`src/design/lnecfg_cfg.svh`:
```
/*
 * Offsets, field positions, reset values and codes of the lane 3
 * equalizer configuration register pair.
 * Assumes it is included by its bare name from the package and the design files.
 */
`ifndef LNECFG_CFG_SVH
`define LNECFG_CFG_SVH

// register offsets on the serial register port
`define LNECFG_ADDR_GAIN_CTRL    8'h0b
`define LNECFG_ADDR_STAGE_EN     8'h0c

// reset values
`define LNECFG_GAIN_CTRL_RST     8'h00
`define LNECFG_STAGE_EN_RST      8'h00

// gain control fields
`define LNECFG_CTL_RSVD_BIT      7
`define LNECFG_CTL_EQ_MSB        6
`define LNECFG_CTL_EQ_LSB        4
`define LNECFG_CTL_TXB_BIT       3
`define LNECFG_CTL_EQDC_BIT      2
`define LNECFG_CTL_RX_MSB        1
`define LNECFG_CTL_RX_LSB        0

// stage enable fields
`define LNECFG_EN_PEAK_BIT       2
`define LNECFG_EN_EQOFF_BIT      1
`define LNECFG_EN_DRVOFF_BIT     0
`define LNECFG_EN_WMASK          8'h07

// receive gain codes
`define LNECFG_RX_CODE_LOW       2'b00
`define LNECFG_RX_CODE_MID       2'b01
`define LNECFG_RX_CODE_UNDEF     2'b10
`define LNECFG_RX_CODE_HIGH      2'b11

// answer to a read of an unmapped offset
`define LNECFG_UNMAPPED_DATA     8'h00

`endif

```
`src/design/lnecfg_pkg.sv`:
```
/*
 * Types shared by the lane 3 equalizer configuration block.
 * Assumes lnecfg_cfg.svh is on the include path.
 */
`include "lnecfg_cfg.svh"

package lnecfg_pkg;

    // analog receive gain level selected by the two-bit code
    typedef enum logic [1:0] {
        LNECFG_RX_LOW,
        LNECFG_RX_MID,
        LNECFG_RX_HIGH,
        LNECFG_RX_UNDEF
    } lnecfg_rx_level_t;

    typedef logic [7:0] lnecfg_byte_t;

endpackage

```
`src/design/lnecfg_lane_regs.sv`:
```
/*
 * Lane 3 equalizer configuration register pair: gain control at 0x0b and
 * stage enables at 0x0c, with the analog control outputs they steer.
 * Assumes a serial register slave on clk_sys_i presents one-cycle read and
 * write strobes with an offset and data; the serial protocol lives there.
 */
`timescale 1ns/100ps
`include "lnecfg_cfg.svh"

module lnecfg_lane_regs
    import lnecfg_pkg::*;
#(
    parameter int ADDR_W = 8
)
(
    input  wire logic                     clk_sys_i,
    input  wire logic                     sys_rst_i,
    input  wire logic [ADDR_W-1:0]        reg_addr_i,
    input  wire logic                     reg_wr_i,
    input  wire logic [7:0]               reg_wdata_i,
    input  wire logic                     reg_rd_i,
    output logic [7:0]                    reg_rdata_o,
    output logic                          reg_ack_o,
    output logic                          reg_err_o,
    output logic [2:0]                    equalizer_strength_o,
    output logic                          tx_dc_boost_o,
    output logic                          equalizer_dc_level_o,
    output logic [1:0]                    rx_gain_code_o,
    output lnecfg_pkg::lnecfg_rx_level_t  rx_gain_level_o,
    output logic                          rx_gain_pin_low_o,
    output logic                          rx_gain_pin_mid_o,
    output logic                          rx_gain_pin_high_o,
    output logic                          driver_ac_peaking_o,
    output logic                          equalizer_stage_off_o,
    output logic                          driver_stage_off_o
);
    import lnecfg_pkg::*;

    generate
        if (ADDR_W < 4 || ADDR_W > 8)
        begin : g_bad_width
            $error("ADDR_W must lie between 4 and 8");
        end
    endgenerate

    lnecfg_byte_t      gain_ctrl_r;
    lnecfg_byte_t      gain_ctrl_nxt;
    lnecfg_byte_t      stage_en_r;
    lnecfg_byte_t      stage_en_nxt;
    lnecfg_byte_t      rdata_nxt;
    logic [7:0]        addr_full;
    logic              hit_ctrl;
    logic              hit_en;
    logic              hit_any;
    logic              access;

    assign addr_full = 8'(reg_addr_i);
    assign hit_ctrl  = (addr_full == `LNECFG_ADDR_GAIN_CTRL);
    assign hit_en    = (addr_full == `LNECFG_ADDR_STAGE_EN);
    assign hit_any   = hit_ctrl | hit_en;
    assign access    = reg_wr_i | reg_rd_i;

    // all eight control bits are stored, reserved bit 7 and code 10 included
    assign gain_ctrl_nxt = (reg_wr_i && hit_ctrl) ? reg_wdata_i : gain_ctrl_r;

    // only the three low enable bits are storage; upper bits stay zero
    assign stage_en_nxt = (reg_wr_i && hit_en) ? (reg_wdata_i & `LNECFG_EN_WMASK)
                                               : stage_en_r;

    // a read in the same cycle as a write returns the value before the write
    assign rdata_nxt = !reg_rd_i ? 8'h00 :
                       hit_ctrl  ? gain_ctrl_r :
                       hit_en    ? stage_en_r :
                                   `LNECFG_UNMAPPED_DATA;

    always_ff @(posedge clk_sys_i or posedge sys_rst_i)
    begin
        if (sys_rst_i)
        begin
            gain_ctrl_r <= `LNECFG_GAIN_CTRL_RST;
            stage_en_r  <= `LNECFG_STAGE_EN_RST;
        end
        else
        begin
            gain_ctrl_r <= gain_ctrl_nxt;
            stage_en_r  <= stage_en_nxt;
        end
    end

    always_ff @(posedge clk_sys_i or posedge sys_rst_i)
    begin
        if (sys_rst_i)
        begin
            reg_rdata_o <= 8'h00;
            reg_ack_o   <= 1'b0;
            reg_err_o   <= 1'b0;
        end
        else
        begin
            reg_rdata_o <= rdata_nxt;
            reg_ack_o   <= access;
            reg_err_o   <= access & ~hit_any;
        end
    end

    // analog controls come straight off the register flops
    assign equalizer_strength_o  = gain_ctrl_r[`LNECFG_CTL_EQ_MSB:`LNECFG_CTL_EQ_LSB];
    assign tx_dc_boost_o         = gain_ctrl_r[`LNECFG_CTL_TXB_BIT];
    // resets to -6 dB; software is expected to raise it for unity gain
    assign equalizer_dc_level_o  = gain_ctrl_r[`LNECFG_CTL_EQDC_BIT];
    assign rx_gain_code_o        = gain_ctrl_r[`LNECFG_CTL_RX_MSB:`LNECFG_CTL_RX_LSB];
    assign driver_ac_peaking_o   = stage_en_r[`LNECFG_EN_PEAK_BIT];
    assign equalizer_stage_off_o = stage_en_r[`LNECFG_EN_EQOFF_BIT];
    assign driver_stage_off_o    = stage_en_r[`LNECFG_EN_DRVOFF_BIT];

    lnecfg_rx_gain_dec u_rx_gain_dec (
        .clk_sys_i  (clk_sys_i),
        .sys_rst_i  (sys_rst_i),
        .code_i     (gain_ctrl_r[`LNECFG_CTL_RX_MSB:`LNECFG_CTL_RX_LSB]),
        .level_o    (rx_gain_level_o),
        .pin_low_o  (rx_gain_pin_low_o),
        .pin_mid_o  (rx_gain_pin_mid_o),
        .pin_high_o (rx_gain_pin_high_o)
    );

    logic wr_ctrl;
    logic wr_en;

    assign wr_ctrl = reg_wr_i & hit_ctrl;
    assign wr_en   = reg_wr_i & hit_en;
endmodule

```
`src/design/lnecfg_rx_gain_dec.sv`:
```
/*
 * Receive gain decoder: turns the two-bit gain code into a level and the
 * three-state drive that the matching control pin would give.
 * Assumes code_i comes from a register on the same clock.
 */
`timescale 1ns/100ps
`include "lnecfg_cfg.svh"

module lnecfg_rx_gain_dec
    import lnecfg_pkg::*;
(
    input  wire logic                     clk_sys_i,
    input  wire logic                     sys_rst_i,
    input  wire logic [1:0]               code_i,
    output lnecfg_pkg::lnecfg_rx_level_t  level_o,
    output logic                          pin_low_o,
    output logic                          pin_mid_o,
    output logic                          pin_high_o
);
    import lnecfg_pkg::*;

    lnecfg_rx_level_t level_nxt;
    lnecfg_rx_level_t level_r;

    // code 10 has no defined setting; kept as its own level
    assign level_nxt = (code_i == `LNECFG_RX_CODE_LOW)  ? LNECFG_RX_LOW  :
                       (code_i == `LNECFG_RX_CODE_MID)  ? LNECFG_RX_MID  :
                       (code_i == `LNECFG_RX_CODE_HIGH) ? LNECFG_RX_HIGH :
                                                          LNECFG_RX_UNDEF;

    always_ff @(posedge clk_sys_i or posedge sys_rst_i)
    begin
        if (sys_rst_i)
        begin
            level_r    <= LNECFG_RX_LOW;
            pin_low_o  <= 1'b1;
            pin_mid_o  <= 1'b0;
            pin_high_o <= 1'b0;
        end
        else
        begin
            level_r    <= level_nxt;
            pin_low_o  <= (level_nxt == LNECFG_RX_LOW);
            pin_mid_o  <= (level_nxt == LNECFG_RX_MID);
            pin_high_o <= (level_nxt == LNECFG_RX_HIGH);
        end
    end

    assign level_o = level_r;

endmodule

```
`config.mk`:
```
export PLATFORM = sky130hd
export DESIGN_NAME = lnecfg_lane_regs
export DESIGN_NICKNAME = d
export VERILOG_FILES = /design/src/design/lnecfg_pkg.sv /design/src/design/lnecfg_lane_regs.sv /design/src/design/lnecfg_rx_gain_dec.sv
export VERILOG_INCLUDE_DIRS = /design/src /design/src/design
export SDC_FILE = /design/constraint.sdc
export NUM_CORES = 1
export LEC_CHECK = 0
export BUFFER_PORTS_ARGS = -buffer_cell sky130_fd_sc_hd__clkbuf_2
export CORE_MARGIN = 8
export CORE_UTILIZATION = 37
export DETAILED_ROUTE_END_ITERATION = 12
export PLACE_DENSITY = 0.72
export SLEW_MARGIN = 5
export SYNTH_ARGS = -nofsm -noshare
export SYNTH_HDL_FRONTEND = slang
export SYNTH_SLANG_ARGS = --single-unit
```
`constraint.sdc`:
```
create_clock -name clk_sys_i -period 0.97 [get_ports clk_sys_i]
set_input_delay 0.097 -clock clk_sys_i [delete_from_list [all_inputs] [get_ports clk_sys_i]]
set_output_delay 0.097 -clock clk_sys_i [all_outputs]
set_load 0.05 [all_outputs]
```
==> impl_summary.md, run 1 <==
Drt
The detailed-routing iteration count for the pre-antenna-repair pass is 4. The number of violations reported at the end of detailed-routing iteration 0 is 41. The antenna violation net count after detailed routing is 0.

The via count normalized by instance count is 4.772. For this block, the routed nets add up to 2630 um of wire. Dividing the detail-routed wire length by the instance count gives 15.38 um.

The number of remaining DRC errors is 0. The total number of vias is ~820.

Place
The final weighted congestion of routability-driven global placement is around 0.76. The detailed placement HPWL is 1893 um. The count of buffers added on input and output ports is 44. OpenSTA, run right after detailed placement, puts the worst setup slack at -285.4 ps.

Logic synthesis
Of the total synthesized cell area, the portion taken by XOR and XNOR cells is 0. In this run, distinct cell masters in the synthesized netlist total 18. Ranked by total cell area, the synthesized netlist is headed by sky130_fd_sc_hd__dfrtp_1, sky130_fd_sc_hd__mux2_2, sky130_fd_sc_hd__ha_1, sky130_fd_sc_hd__buf_4, sky130_fd_sc_hd__nor2_1.

The share of the synthesized area in the top cell type is 0.5931. sky130_fd_sc_hd__dfrtp_1 takes more of the synthesized area than any other cell. The number of register bits inferred by synthesis is 26. The proportion of synthesized area in mux cells is 0.1174. After synthesis, the largest family of logic cells by area is simple AND/OR/NAND/NOR gates. Yosys printed 0 warnings. The fraction of the mapped netlist area in adder cells is 0.04745. The post-synthesis compound-gate area fraction is 0.02847.

Of the total synthesized cell area, the portion taken by AND, OR, NAND and NOR gates is 0.1210. The synthesized area per cell is 13.70 um^2. The post-synth net total is 101.

The cell count after synthesis is 77. The register area share after synthesis is 0.6180. After synthesis the cells add up to 1055 um^2.

Clocking
The clock tree from TritonCTS is yes. CTS built an H-tree with a depth of 1. The CTS sink count is 26. Clock latency on the worst-skew pair, taken at its later pin, is 310 ps. Counting the buffers created by CTS gives 3. The clock root buffer master is sky130_fd_sc_hd__clkbuf_4.

After clock tree synthesis, the clock-pin slew on the worst setup and hold paths is 130 ps. The number of buffers between clock root and the deepest sink is 2.

Layout
The area added between synthesis and finish is 66.79%. In the final layout, flip-flops and latches occupy 653.1 um^2. In the final layout, the share of cells above drive strength 1 is 0.6143. After the last flow step, the layout net total stands at between 150 and 200. The repair_antennas step left the layout with diodes totalling 0. The share of the core filled with cells is 0.6435. The footprint of the multi-input gates is 354.1 um^2. The layout has 183 filler cells.

In the layout the commonest cells are sky130_fd_sc_hd__dfrtp_1, sky130_fd_sc_hd__buf_8, sky130_fd_sc_hd__clkbuf_2.

Die
The die covers 4815 um^2. The initial utilization of the core area, before any placement, comes to 0.3858. In this run the vertical extent of the chip is a little under 70 um. The I/O pin total is 45. The placement row count is 19.

The die is 69.39 um wide. The area inside the core boundary is 2734 um^2.

STA
In the finished design, the share of the clock period the worst path needs comes to 1.160. The headroom to the max-slew limit is 0.7841. The post-layout minimum cycle time is 1125 ps. The number of hold violations in the final report is 0. The number of endpoints failing setup at the final stage is 15. The worst-case setup margin in the final layout is -154.9 ps. The slew at the pin with the worst max-slew slack is 323.9 ps. The maximum achievable frequency is 889.0 MHz. The total count of max-transition violations in the final report is 0.

The post-route clock skew is roughly 0.92 ps. The summed negative setup slack over all endpoints is -486.9 ps. Setup repair after global routing could not meet its margin everywhere.

Setup path
In this run the worst setup path terminates at rx_gain_pin_low_o. The setup check on the worst reg-to-reg path leaves a slack of 0 ps. The signal arrival time at the worst endpoint is just over 1000 ps. The type of destination of the critical path is a primary output. The endpoint identified for the worst register-to-register timing path is gain_ctrl_r[1]. On the critical path, the stage with the largest delay is an instance of sky130_fd_sc_hd__dfstp_2. The largest single stage delay on the critical path is 560 ps. Tracing the worst setup path back leads to its startpoint at u_rx_gain_dec.pin_low_o.

Traced cell by cell, the critical path runs through clkbuf_16. The largest delay contributor family on the critical path is flip-flops. In this run the critical register-to-register path is launched from gain_ctrl_r[1]. In this run the worst path has a maximum fanout of 1. Together, buffers and inverters on the worst path number 1. The data required time of the critical path is 870 ps. The cell count along the critical path is 1. The kind of critical path is reg2out. The category of the worst setup path launch point is a register. The length in cells of the worst reg-to-reg path is 2.

Global route
The number of antenna violations at the first check in global routing is 0. The first global-routing pass estimated 4381 um of wire. The leftover overflow at the end of global routing is 0. The largest net degree at the start of global routing is 27. The number of global-route vias before repair is between 800 and 900. The met1 track utilization from global routing is 0.1231.

In the global route stage, overall resource usage came out at 0.1079. The met3 global-route usage is 0.02432. After global routing, the most crowded layer is met2. For this run, global-route usage on met2 was measured as 0.1865.

Outcome
The run finished, with violations left. The checks that failed: negative setup slack.

Pwr
The highest ir drop seen on vdd is 0.0008075 V. In this run the static leakage power is about 0.87 nW. Dividing total power by cell area gives a power density of 1188 nW/um^2.

Job
The max-cap violation count is 0.

Min path
The class of the most critical hold timing path is in2reg.
-- state kept, by name, indices dropped and copies added (netlist names) --
register                  flops
stage_en_r                    3
u_rx_gain_dec.pin_high_o      1
u_rx_gain_dec.level_o         2
reg_ack_o                     1
u_rx_gain_dec.pin_mid_o       1
reg_err_o                     1
gain_ctrl_r                   8
u_rx_gain_dec.pin_low_o       1
reg_rdata_o                   8
-- worst min-delay path by stage --
stage | from | end | slack [ps] | cells past startpoint
floorplan | sys_rst_i | gain_ctrl_r[0] | 140 | 1
global placement | sys_rst_i | reg_rdata_o[3] | 130 | 3
detailed placement | sys_rst_i | reg_rdata_o[3] | 140 | 3
CTS | reg_wdata_i[5] | gain_ctrl_r[5] | 6 | 2
global route | reg_wdata_i[7] | gain_ctrl_r[7] | 4 | 2
finish | reg_wdata_i[7] | gain_ctrl_r[7] | 20 | 2
-- timing repair --
action,CTS,global route
hold buffers,3,2
hold endpoints to repair,27,2
buffers inserted,10,2
pin swaps,0,2
setup endpoints to repair,25,27
resized for setup,53,32
-- cell type report --
class	count	share of cell area
Timing Repair Buffer	65	0.3720
Sequential cell	26	0.3713
Multi-Input combinational cell	37	0.2013
Tap cell	31	0.02205
Inverter	8	0.01849
Clock buffer	4	0.01494
-- Yosys cell counts (all sizes together) --
cell    count
dfstp       1
ha          4
nor2        9
mux2       11
nor3b       1
dfrtp      25
nand3       1
and3b       1
o211ai      1
buf         5
nand4       3
nor4        1
clkbuf      1
a22oi       3
or2         1
inv         8
and2        1
-- cell families after synthesis --
group,after synthesis
adders and majority gates,4
muxes,11
and+or+nand+nor,18
buffers and inverters,14
AOI/OAI and AO/OA,4
DFF,26
-- layer usage --
metal	part of all wire	routed length, um
met1	0.39	1032
met2	0.55	1436
met3	0.051	134
met4	0.010	27
met5	0	0
-- metrics by stage --
stage | hold WS [ps] | power, mW | instances | cell area [um^2]
after floorplan | 136.3 | 1.386 | 77 | 1056
after global placement | 132.9 | 1.483 | 150 | 1303
after detailed placement | 143.2 | 1.495 | 150 | 1303
after CTS | 5.519 | 2.056 | 167 | 1665
after global routing | 4.427 | 2.195 | 171 | 1759
final | 19.81 | 2.090 | 171 | 1759
-- power breakdown --
| group | internal (mW) | total [mW] | switching [mW] |
|---|---|---|---|
| Sequential | 1.13 | 1.16 | 0.0343 |
| Combinational | 0.222 | 0.477 | 0.255 |
| Clock | 0.160 | 0.452 | 0.291 |
Note: power is estimated with default switching activity, not from simulation.
==> run 2: changes to the inputs <==
--- a/config.mk
+++ b/config.mk
@@ -6,7 +6,7 @@
 export SDC_FILE = /design/constraint.sdc
 export NUM_CORES = 1
 export LEC_CHECK = 0
-export BUFFER_PORTS_ARGS = -buffer_cell sky130_fd_sc_hd__clkbuf_2
+export BUFFER_PORTS_ARGS = -buffer_cell sky130_fd_sc_hd__buf_2
 export CORE_MARGIN = 8
 export CORE_UTILIZATION = 37
 export DETAILED_ROUTE_END_ITERATION = 12
==> impl_summary.md, run 2 (synthesis gave the netlist of run 1 again) <==
Setup path
The slowest cell on the critical path is sky130_fd_sc_hd__dfstp_2 (unchanged). The register-to-register setup slack is 30 ps (was 0 ps). The launching point of the worst reg2reg path is gain_ctrl_r[0] (was gain_ctrl_r[1]). The type of destination of the critical path was a primary output (unchanged). The signal arrival time at the worst endpoint is 1000 ps (was 1030 ps). The count of buffering cells on the critical path with inverters included is 1 (unchanged). The largest delay contributor family on the critical path was flip-flops (unchanged). The cell count along the critical path is 1 (unchanged). The data required time of the critical path was 870 ps (about the same). The kind of critical path is reg2out (unchanged). Cell-by-cell listing of the critical path: buf_8 (was clkbuf_16). The worst-path maximum fanout is 1 (unchanged). The length in cells of the worst reg-to-reg path is 2 (unchanged). The stage delay of the slowest cell on the critical path is 560 ps (about the same). The endpoint of the worst register-to-register path is gain_ctrl_r[0] (was gain_ctrl_r[1]).

The category of the worst setup path launch point was a register (unchanged).

STA
The final clock period utilization by the worst path came to 1.133 (was 1.160). RSZ-0062 raised after global routing: yes (unchanged). The maximum achievable frequency is 909.5 MHz (was 889.0 MHz).

The total count of max-transition violations in the final report is 0 (unchanged). The slew at the pin with the worst max-slew slack is 324.3 ps (was 323.9 ps). The summed negative setup slack over all endpoints is -468.0 ps (was -486.9 ps).

The worst-case setup margin in the final layout was -129.5 ps (was -154.9 ps). The number of hold violations in the final report is 0 (unchanged). The headroom to the max-slew limit came to 0.7838 (was 0.7841). The worst hold slack is 8.406 ps (was 19.81 ps). The post-route clock skew is 6.781 ps (was 0.9219 ps). The number of endpoints failing setup at the final stage was 12 (was 15). The post-layout minimum cycle time is 1099 ps (was 1125 ps).

Die
The overall die area is 4815 um^2 (unchanged). The area inside the core boundary is 2734 um^2 (unchanged). The die span in y is 69.39 um (unchanged). The placement row count was 19 (unchanged). The starting utilization of the core area was 0.3858 (unchanged).

The width of the die was 69.39 um (unchanged). The I/O pin total is 45 (unchanged).

Job
The max-cap violation count came to 0 (unchanged).

Layout
Commonest non-fill, non-tap cells in the layout: sky130_fd_sc_hd__buf_6, sky130_fd_sc_hd__dfrtp_1, sky130_fd_sc_hd__buf_2 (was sky130_fd_sc_hd__dfrtp_1, sky130_fd_sc_hd__buf_8, sky130_fd_sc_hd__clkbuf_2). The number of filler cells placed in the layout was 200 (was 183). The most common cell after layout, fill and taps aside is sky130_fd_sc_hd__buf_6. The antenna diode count was 0 (unchanged). The number of nets in the final layout is 159 (was 165). Largest regs: gain_ctrl_r (8), reg_rdata_o (8), stage_en_r (3) (unchanged). The layout cell share with drive strength beyond 1 is 0.5896 (was 0.6143). The final non-filler cell area is 1608 um^2 (was 1759 um^2). The footprint of the multi-input gates is 344.1 um^2 (was 354.1 um^2). The area added between synthesis and finish is 52.43% (was 66.79%). The register cell area after layout is 653.1 um^2 (unchanged).

Global route
The number of global-route vias before repair is 884 (unchanged). The aggregate global-route resource usage is 0.1083 (was 0.1079). The busiest layer in global routing is met2 (unchanged). The global-route wire length before repair is 4312 um (was 4381 um). The number of antenna violations at the first check in global routing came to 0 (unchanged). The met1 track utilization from global routing came to 0.1123 (was 0.1231). The largest net degree at the start of global routing was 27 (unchanged). The met2 demand-to-capacity share in global routing is 0.1957 (was 0.1865). The leftover overflow at the end of global routing is 0 (unchanged). The met3 global-route usage was 0.03577 (was 0.02432).

Clocking
The clock tree from TritonCTS is yes (unchanged). The number of H-tree levels is 1 (unchanged). The number of buffers between clock root and the deepest sink is 2 (unchanged). The clock root buffer master was sky130_fd_sc_hd__clkbuf_4 (unchanged).

The clock transition at the register clock pins on the worst setup and hold paths after CTS is 130 ps (about the same). The CTS sink count is 26 (unchanged). The clock latency reported for the late side of the worst-skew pair came to 310 ps (about the same).

The number of CTS-inserted buffers came to 3 (unchanged).

Pwr
The leakage power of the design is 0.8112 nW (was 0.8732 nW). The post-layout total power came to 2.038 mW (was 2.090 mW). The highest ir drop seen on vdd came to 0.0008193 V (was 0.0008075 V). The power density of the placed cells is 1268 nW/um^2 (was 1188 nW/um^2).

Drt
The via count normalized by instance count was 4.697 (was 4.772). The number of violations reported at the end of detailed-routing iteration 0 came to 14 (was 41). The number of remaining DRC errors came to 0 (unchanged). The detail-routed net length per standard cell was 16.58 um (was 15.38 um).

The total detailed-routing wirelength was 2735 um (was 2630 um). The antenna violation net count after detailed routing was 0 (unchanged). The total number of vias is 775 (was 816). The detailed-routing iteration count for the pre-antenna-repair pass is 4 (unchanged).

Min path
The end of the worst hold path is gain_ctrl_r[6] (was gain_ctrl_r[7]). The startpoint of the most critical hold path is reg_wdata_i[6] (was reg_wdata_i[7]). The instance count along the most critical hold path is 2 (unchanged). The class of the most critical hold timing path is in2reg (unchanged).

Place
The placed cell area is 1303 um^2 (unchanged). The detailed placement HPWL is 1901 um (was 1893 um). The port buffer count came to 44 (unchanged). The final weighted congestion of routability-driven global placement came to 0.7436 (was 0.7596).

Outcome
Violations in the final reports: negative setup slack (unchanged). Outcome: complete, but fails checks (unchanged).
[run 2: area by class of cell]
class,instances,share of cell area
flip-flops and latches,26,0.4062
repair buffers,59,0.3191
multi-input cells,37,0.2140
well taps,31,0.02412
inverters,8,0.02023
clock buffers,4,0.01634
[run 2: worst max-delay path by stage]
stage,startpoint,endpoint,slack (ps)
finish,u_rx_gain_dec.pin_low_o,rx_gain_pin_low_o,-130
global route,u_rx_gain_dec.pin_low_o,rx_gain_pin_low_o,-160
detailed placement,reg_addr_i[5],stage_en_r[0],-320
CTS,u_rx_gain_dec.pin_low_o,rx_gain_pin_low_o,-140
floorplan,reg_addr_i[5],stage_en_r[0],-130
global placement,reg_addr_i[5],stage_en_r[2],-250
[run 2: per-layer routing]
layer	share of wire	up-vias
met1	0.38	374
li1	-	364
met4	0.019	0
met2	0.54	31
met5	0	-
met3	0.061	6
[run 2: timing repair]
action	4_1_cts	5_1_grt
endpoints found under the setup margin	25	28
hold buffers	1	1
hold endpoints to repair	25	1
buffers inserted	7	2
pin swaps	0	2
resized for setup	52	8
[run 2: through the flow]
| step | cells | utilization | setup WS, ps |
|---|---|---|---|
| after floorplan | 77 | - | -132.2 |
| after global placement | 150 | 0.4764 | -250.2 |
| after detailed placement | 150 | 0.4764 | -321.1 |
| after CTS | 162 | 0.5666 | -135.8 |
| after global routing | 165 | 0.5881 | -162.7 |
| final | 165 | 0.5881 | -129.5 |
[run 2: report_power, final]
part	internal (mW)	total (mW)	switching, mW
registers	1.13	1.16	0.0307
logic	0.177	0.426	0.249
clock network	0.161	0.455	0.294
==> run 3: changes to the inputs <==
--- a/config.mk
+++ b/config.mk
@@ -11,6 +11,7 @@
 export CORE_UTILIZATION = 37
 export DETAILED_ROUTE_END_ITERATION = 12
 export PLACE_DENSITY = 0.72
+export RECOVER_POWER = 25
 export SLEW_MARGIN = 5
 export SYNTH_ARGS = -nofsm -noshare
 export SYNTH_HDL_FRONTEND = slang
==> impl_summary.md, run 3 (synthesis gave the netlist of run 1 again) <==
Outcome
Outcome: complete, but fails checks (unchanged). Violations in the final reports: negative setup slack (unchanged).

Clocking
The CTS sink count is 26 (unchanged). The clock latency reported for the late side of the worst-skew pair is 310 ps (about the same). The clock tree from TritonCTS is yes (unchanged). The number of buffers between clock root and the deepest sink came to 2 (unchanged). The number of H-tree levels is 1 (unchanged).

The clock root buffer master is sky130_fd_sc_hd__clkbuf_4 (unchanged). The number of CTS-inserted buffers is 3 (unchanged). The clock transition at the register clock pins on the worst setup and hold paths after CTS is 130 ps (about the same).

Layout
The share of the core filled with cells was 0.5867 (was 0.5881). The register cell area after layout is 653.1 um^2 (unchanged). The footprint of the multi-input gates came to 344.1 um^2 (unchanged). The most common cell after layout, fill and taps aside was sky130_fd_sc_hd__buf_6 (unchanged). The antenna diode count is 0 (unchanged). The area added between synthesis and finish was 52.08% (was 52.43%). The layout cell share with drive strength beyond 1 was 0.5821 (was 0.5896). The number of filler cells placed in the layout is 201 (was 200).

The final cell count without fillers is 165 (unchanged). The number of nets in the final layout is 159 (unchanged). Largest regs: gain_ctrl_r (8), reg_rdata_o (8), stage_en_r (3) (unchanged). Commonest non-fill, non-tap cells in the layout: sky130_fd_sc_hd__buf_6, sky130_fd_sc_hd__dfrtp_1, sky130_fd_sc_hd__buf_2 (unchanged).

STA
The worst-case setup margin in the final layout is -129.5 ps (unchanged). The slew at the pin with the worst max-slew slack is 566.9 ps (was 324.3 ps). The final clock period utilization by the worst path is 1.133 (unchanged). The number of hold violations in the final report came to 0 (unchanged). The post-route clock skew is 6.781 ps (unchanged). The maximum achievable frequency is 909.5 MHz (unchanged).

The number of endpoints failing setup at the final stage was 12 (unchanged). RSZ-0062 raised after global routing: yes (unchanged). The headroom to the max-slew limit is 0.6221 (was 0.7838). The post-layout minimum cycle time was 1099 ps (unchanged). The total count of max-transition violations in the final report was 0 (unchanged).

Setup path
The register-to-register setup slack is 30 ps (about the same). The cell count along the critical path is 1 (unchanged). The length in cells of the worst reg-to-reg path was 2 (unchanged). The largest delay contributor family on the critical path is flip-flops (unchanged). The category of the worst setup path launch point was a register (unchanged). The slowest cell on the critical path is sky130_fd_sc_hd__dfstp_2 (unchanged).

The launching point of the worst reg2reg path is gain_ctrl_r[0] (unchanged). The launch point of the worst path is u_rx_gain_dec.pin_low_o (unchanged). The data required time of the critical path is 870 ps (about the same). The endpoint of the worst register-to-register path was gain_ctrl_r[0] (unchanged). The critical path capture point is rx_gain_pin_low_o (unchanged).

The signal arrival time at the worst endpoint is 1000 ps (about the same). Cell-by-cell listing of the critical path: buf_8 (unchanged). The kind of critical path is reg2out (unchanged).

The type of destination of the critical path was a primary output (unchanged). The count of buffering cells on the critical path with inverters included came to 1 (unchanged). The worst-path maximum fanout was 1 (unchanged). The stage delay of the slowest cell on the critical path came to 560 ps (about the same).

Die
The area inside the core boundary is 2734 um^2 (unchanged). The placement row count was 19 (unchanged). The width of the die was 69.39 um (unchanged).

The die span in y is 69.39 um (unchanged). The I/O pin total is 45 (unchanged). The overall die area is 4815 um^2 (unchanged). The starting utilization of the core area is 0.3858 (unchanged).

Drt
The total number of vias is 774 (was 775). The detail-routed net length per standard cell is 16.57 um (was 16.58 um). The number of violations reported at the end of detailed-routing iteration 0 was 16 (was 14).

The number of remaining DRC errors was 0 (unchanged). The detailed-routing iteration count for the pre-antenna-repair pass is 4 (unchanged). The total detailed-routing wirelength is 2734 um (was 2735 um). The via count normalized by instance count is 4.691 (was 4.697).

The antenna violation net count after detailed routing is 0 (unchanged).

Pwr
The power density of the placed cells is 1270 nW/um^2 (was 1268 nW/um^2). The post-layout total power is 2.036 mW (was 2.038 mW). The highest ir drop seen on vdd is 0.0008191 V (was 0.0008193 V).

The leakage power of the design came to 0.8076 nW (was 0.8112 nW).

Global route
The number of global-route vias before repair is 884 (unchanged). The largest net degree at the start of global routing is 27 (unchanged). The number of antenna violations at the first check in global routing is 0 (unchanged).

The leftover overflow at the end of global routing is 0 (unchanged). The aggregate global-route resource usage is 0.1083 (unchanged). The global-route wire length before repair is 4312 um (unchanged).

Place
The final weighted congestion of routability-driven global placement is 0.7436 (unchanged). The detailed placement HPWL was 1901 um (unchanged). The total placed cells including tap cells is 150 (unchanged).

The port buffer count is 44 (unchanged).

Min path
The startpoint of the most critical hold path is reg_wdata_i[6] (unchanged). The class of the most critical hold timing path is in2reg (unchanged).

Job
The max-cap violation count is 0 (unchanged).
[run 3: worst min-delay path by stage]
stage | end | cells after the start
after CTS | gain_ctrl_r[3] | 2
final | gain_ctrl_r[6] | 2
after detailed placement | reg_rdata_o[3] | 3
after global routing | gain_ctrl_r[7] | 2
after floorplan | gain_ctrl_r[0] | 1
after global placement | reg_rdata_o[3] | 3
[run 3: power breakdown]
part | total (mW) | internal [mW] | leakage [nW] | switching (mW)
clock network | 0.455 | 0.161 | 0.0150 | 0.294
registers | 1.16 | 1.13 | 0.348 | 0.0307
logic | 0.424 | 0.175 | 0.445 | 0.249
total | 2.04 | 1.46 | 0.808 | 0.574
[run 3: routing by layer]
| metal | up-vias | global-route usage | wire length [um] |
|---|---|---|---|
| li1 | 363 | - | - |
| met5 | - | 0 | 0 |
| met3 | 6 | 0.03577 | 165 |
| met2 | 31 | 0.1957 | 1467 |
| met1 | 374 | 0.1123 | 1048 |
| met4 | 0 | 0.04100 | 53 |
[run 3: final cells by class]
cell class                      count  share of cell area
Multi-Input combinational cell     37              0.2145
Timing Repair Buffer               59              0.3175
Clock buffer                        4             0.01638
Sequential cell                    26              0.4072
Tap cell                           31             0.02418
Inverter                            8             0.02028
[run 3: what timing repair did]
action / 4_1_cts / 5_1_grt
hold buffers: 1 / 1
endpoints found under the hold margin: 25 / 1
buffers inserted: 7 / 2
pin swaps: 0 / 2
setup endpoints to repair: 25 / 28
gates resized for setup: 52 / 8
[run 3: stage by stage]
step | hold slack, ps | cell area [um^2] | setup WS [ps] | TNS [ps]
after floorplan | 136.3 | 1056 | -132.2 | -1431
after global placement | 150.2 | 1303 | -250.2 | -3114
after CTS | 1.349 | 1549 | -135.8 | -438.1
final | 8.406 | 1604 | -129.5 | -468.0
after detailed placement | 167.3 | 1303 | -321.1 | -3520
after global routing | 5.175 | 1604 | -162.7 | -1217
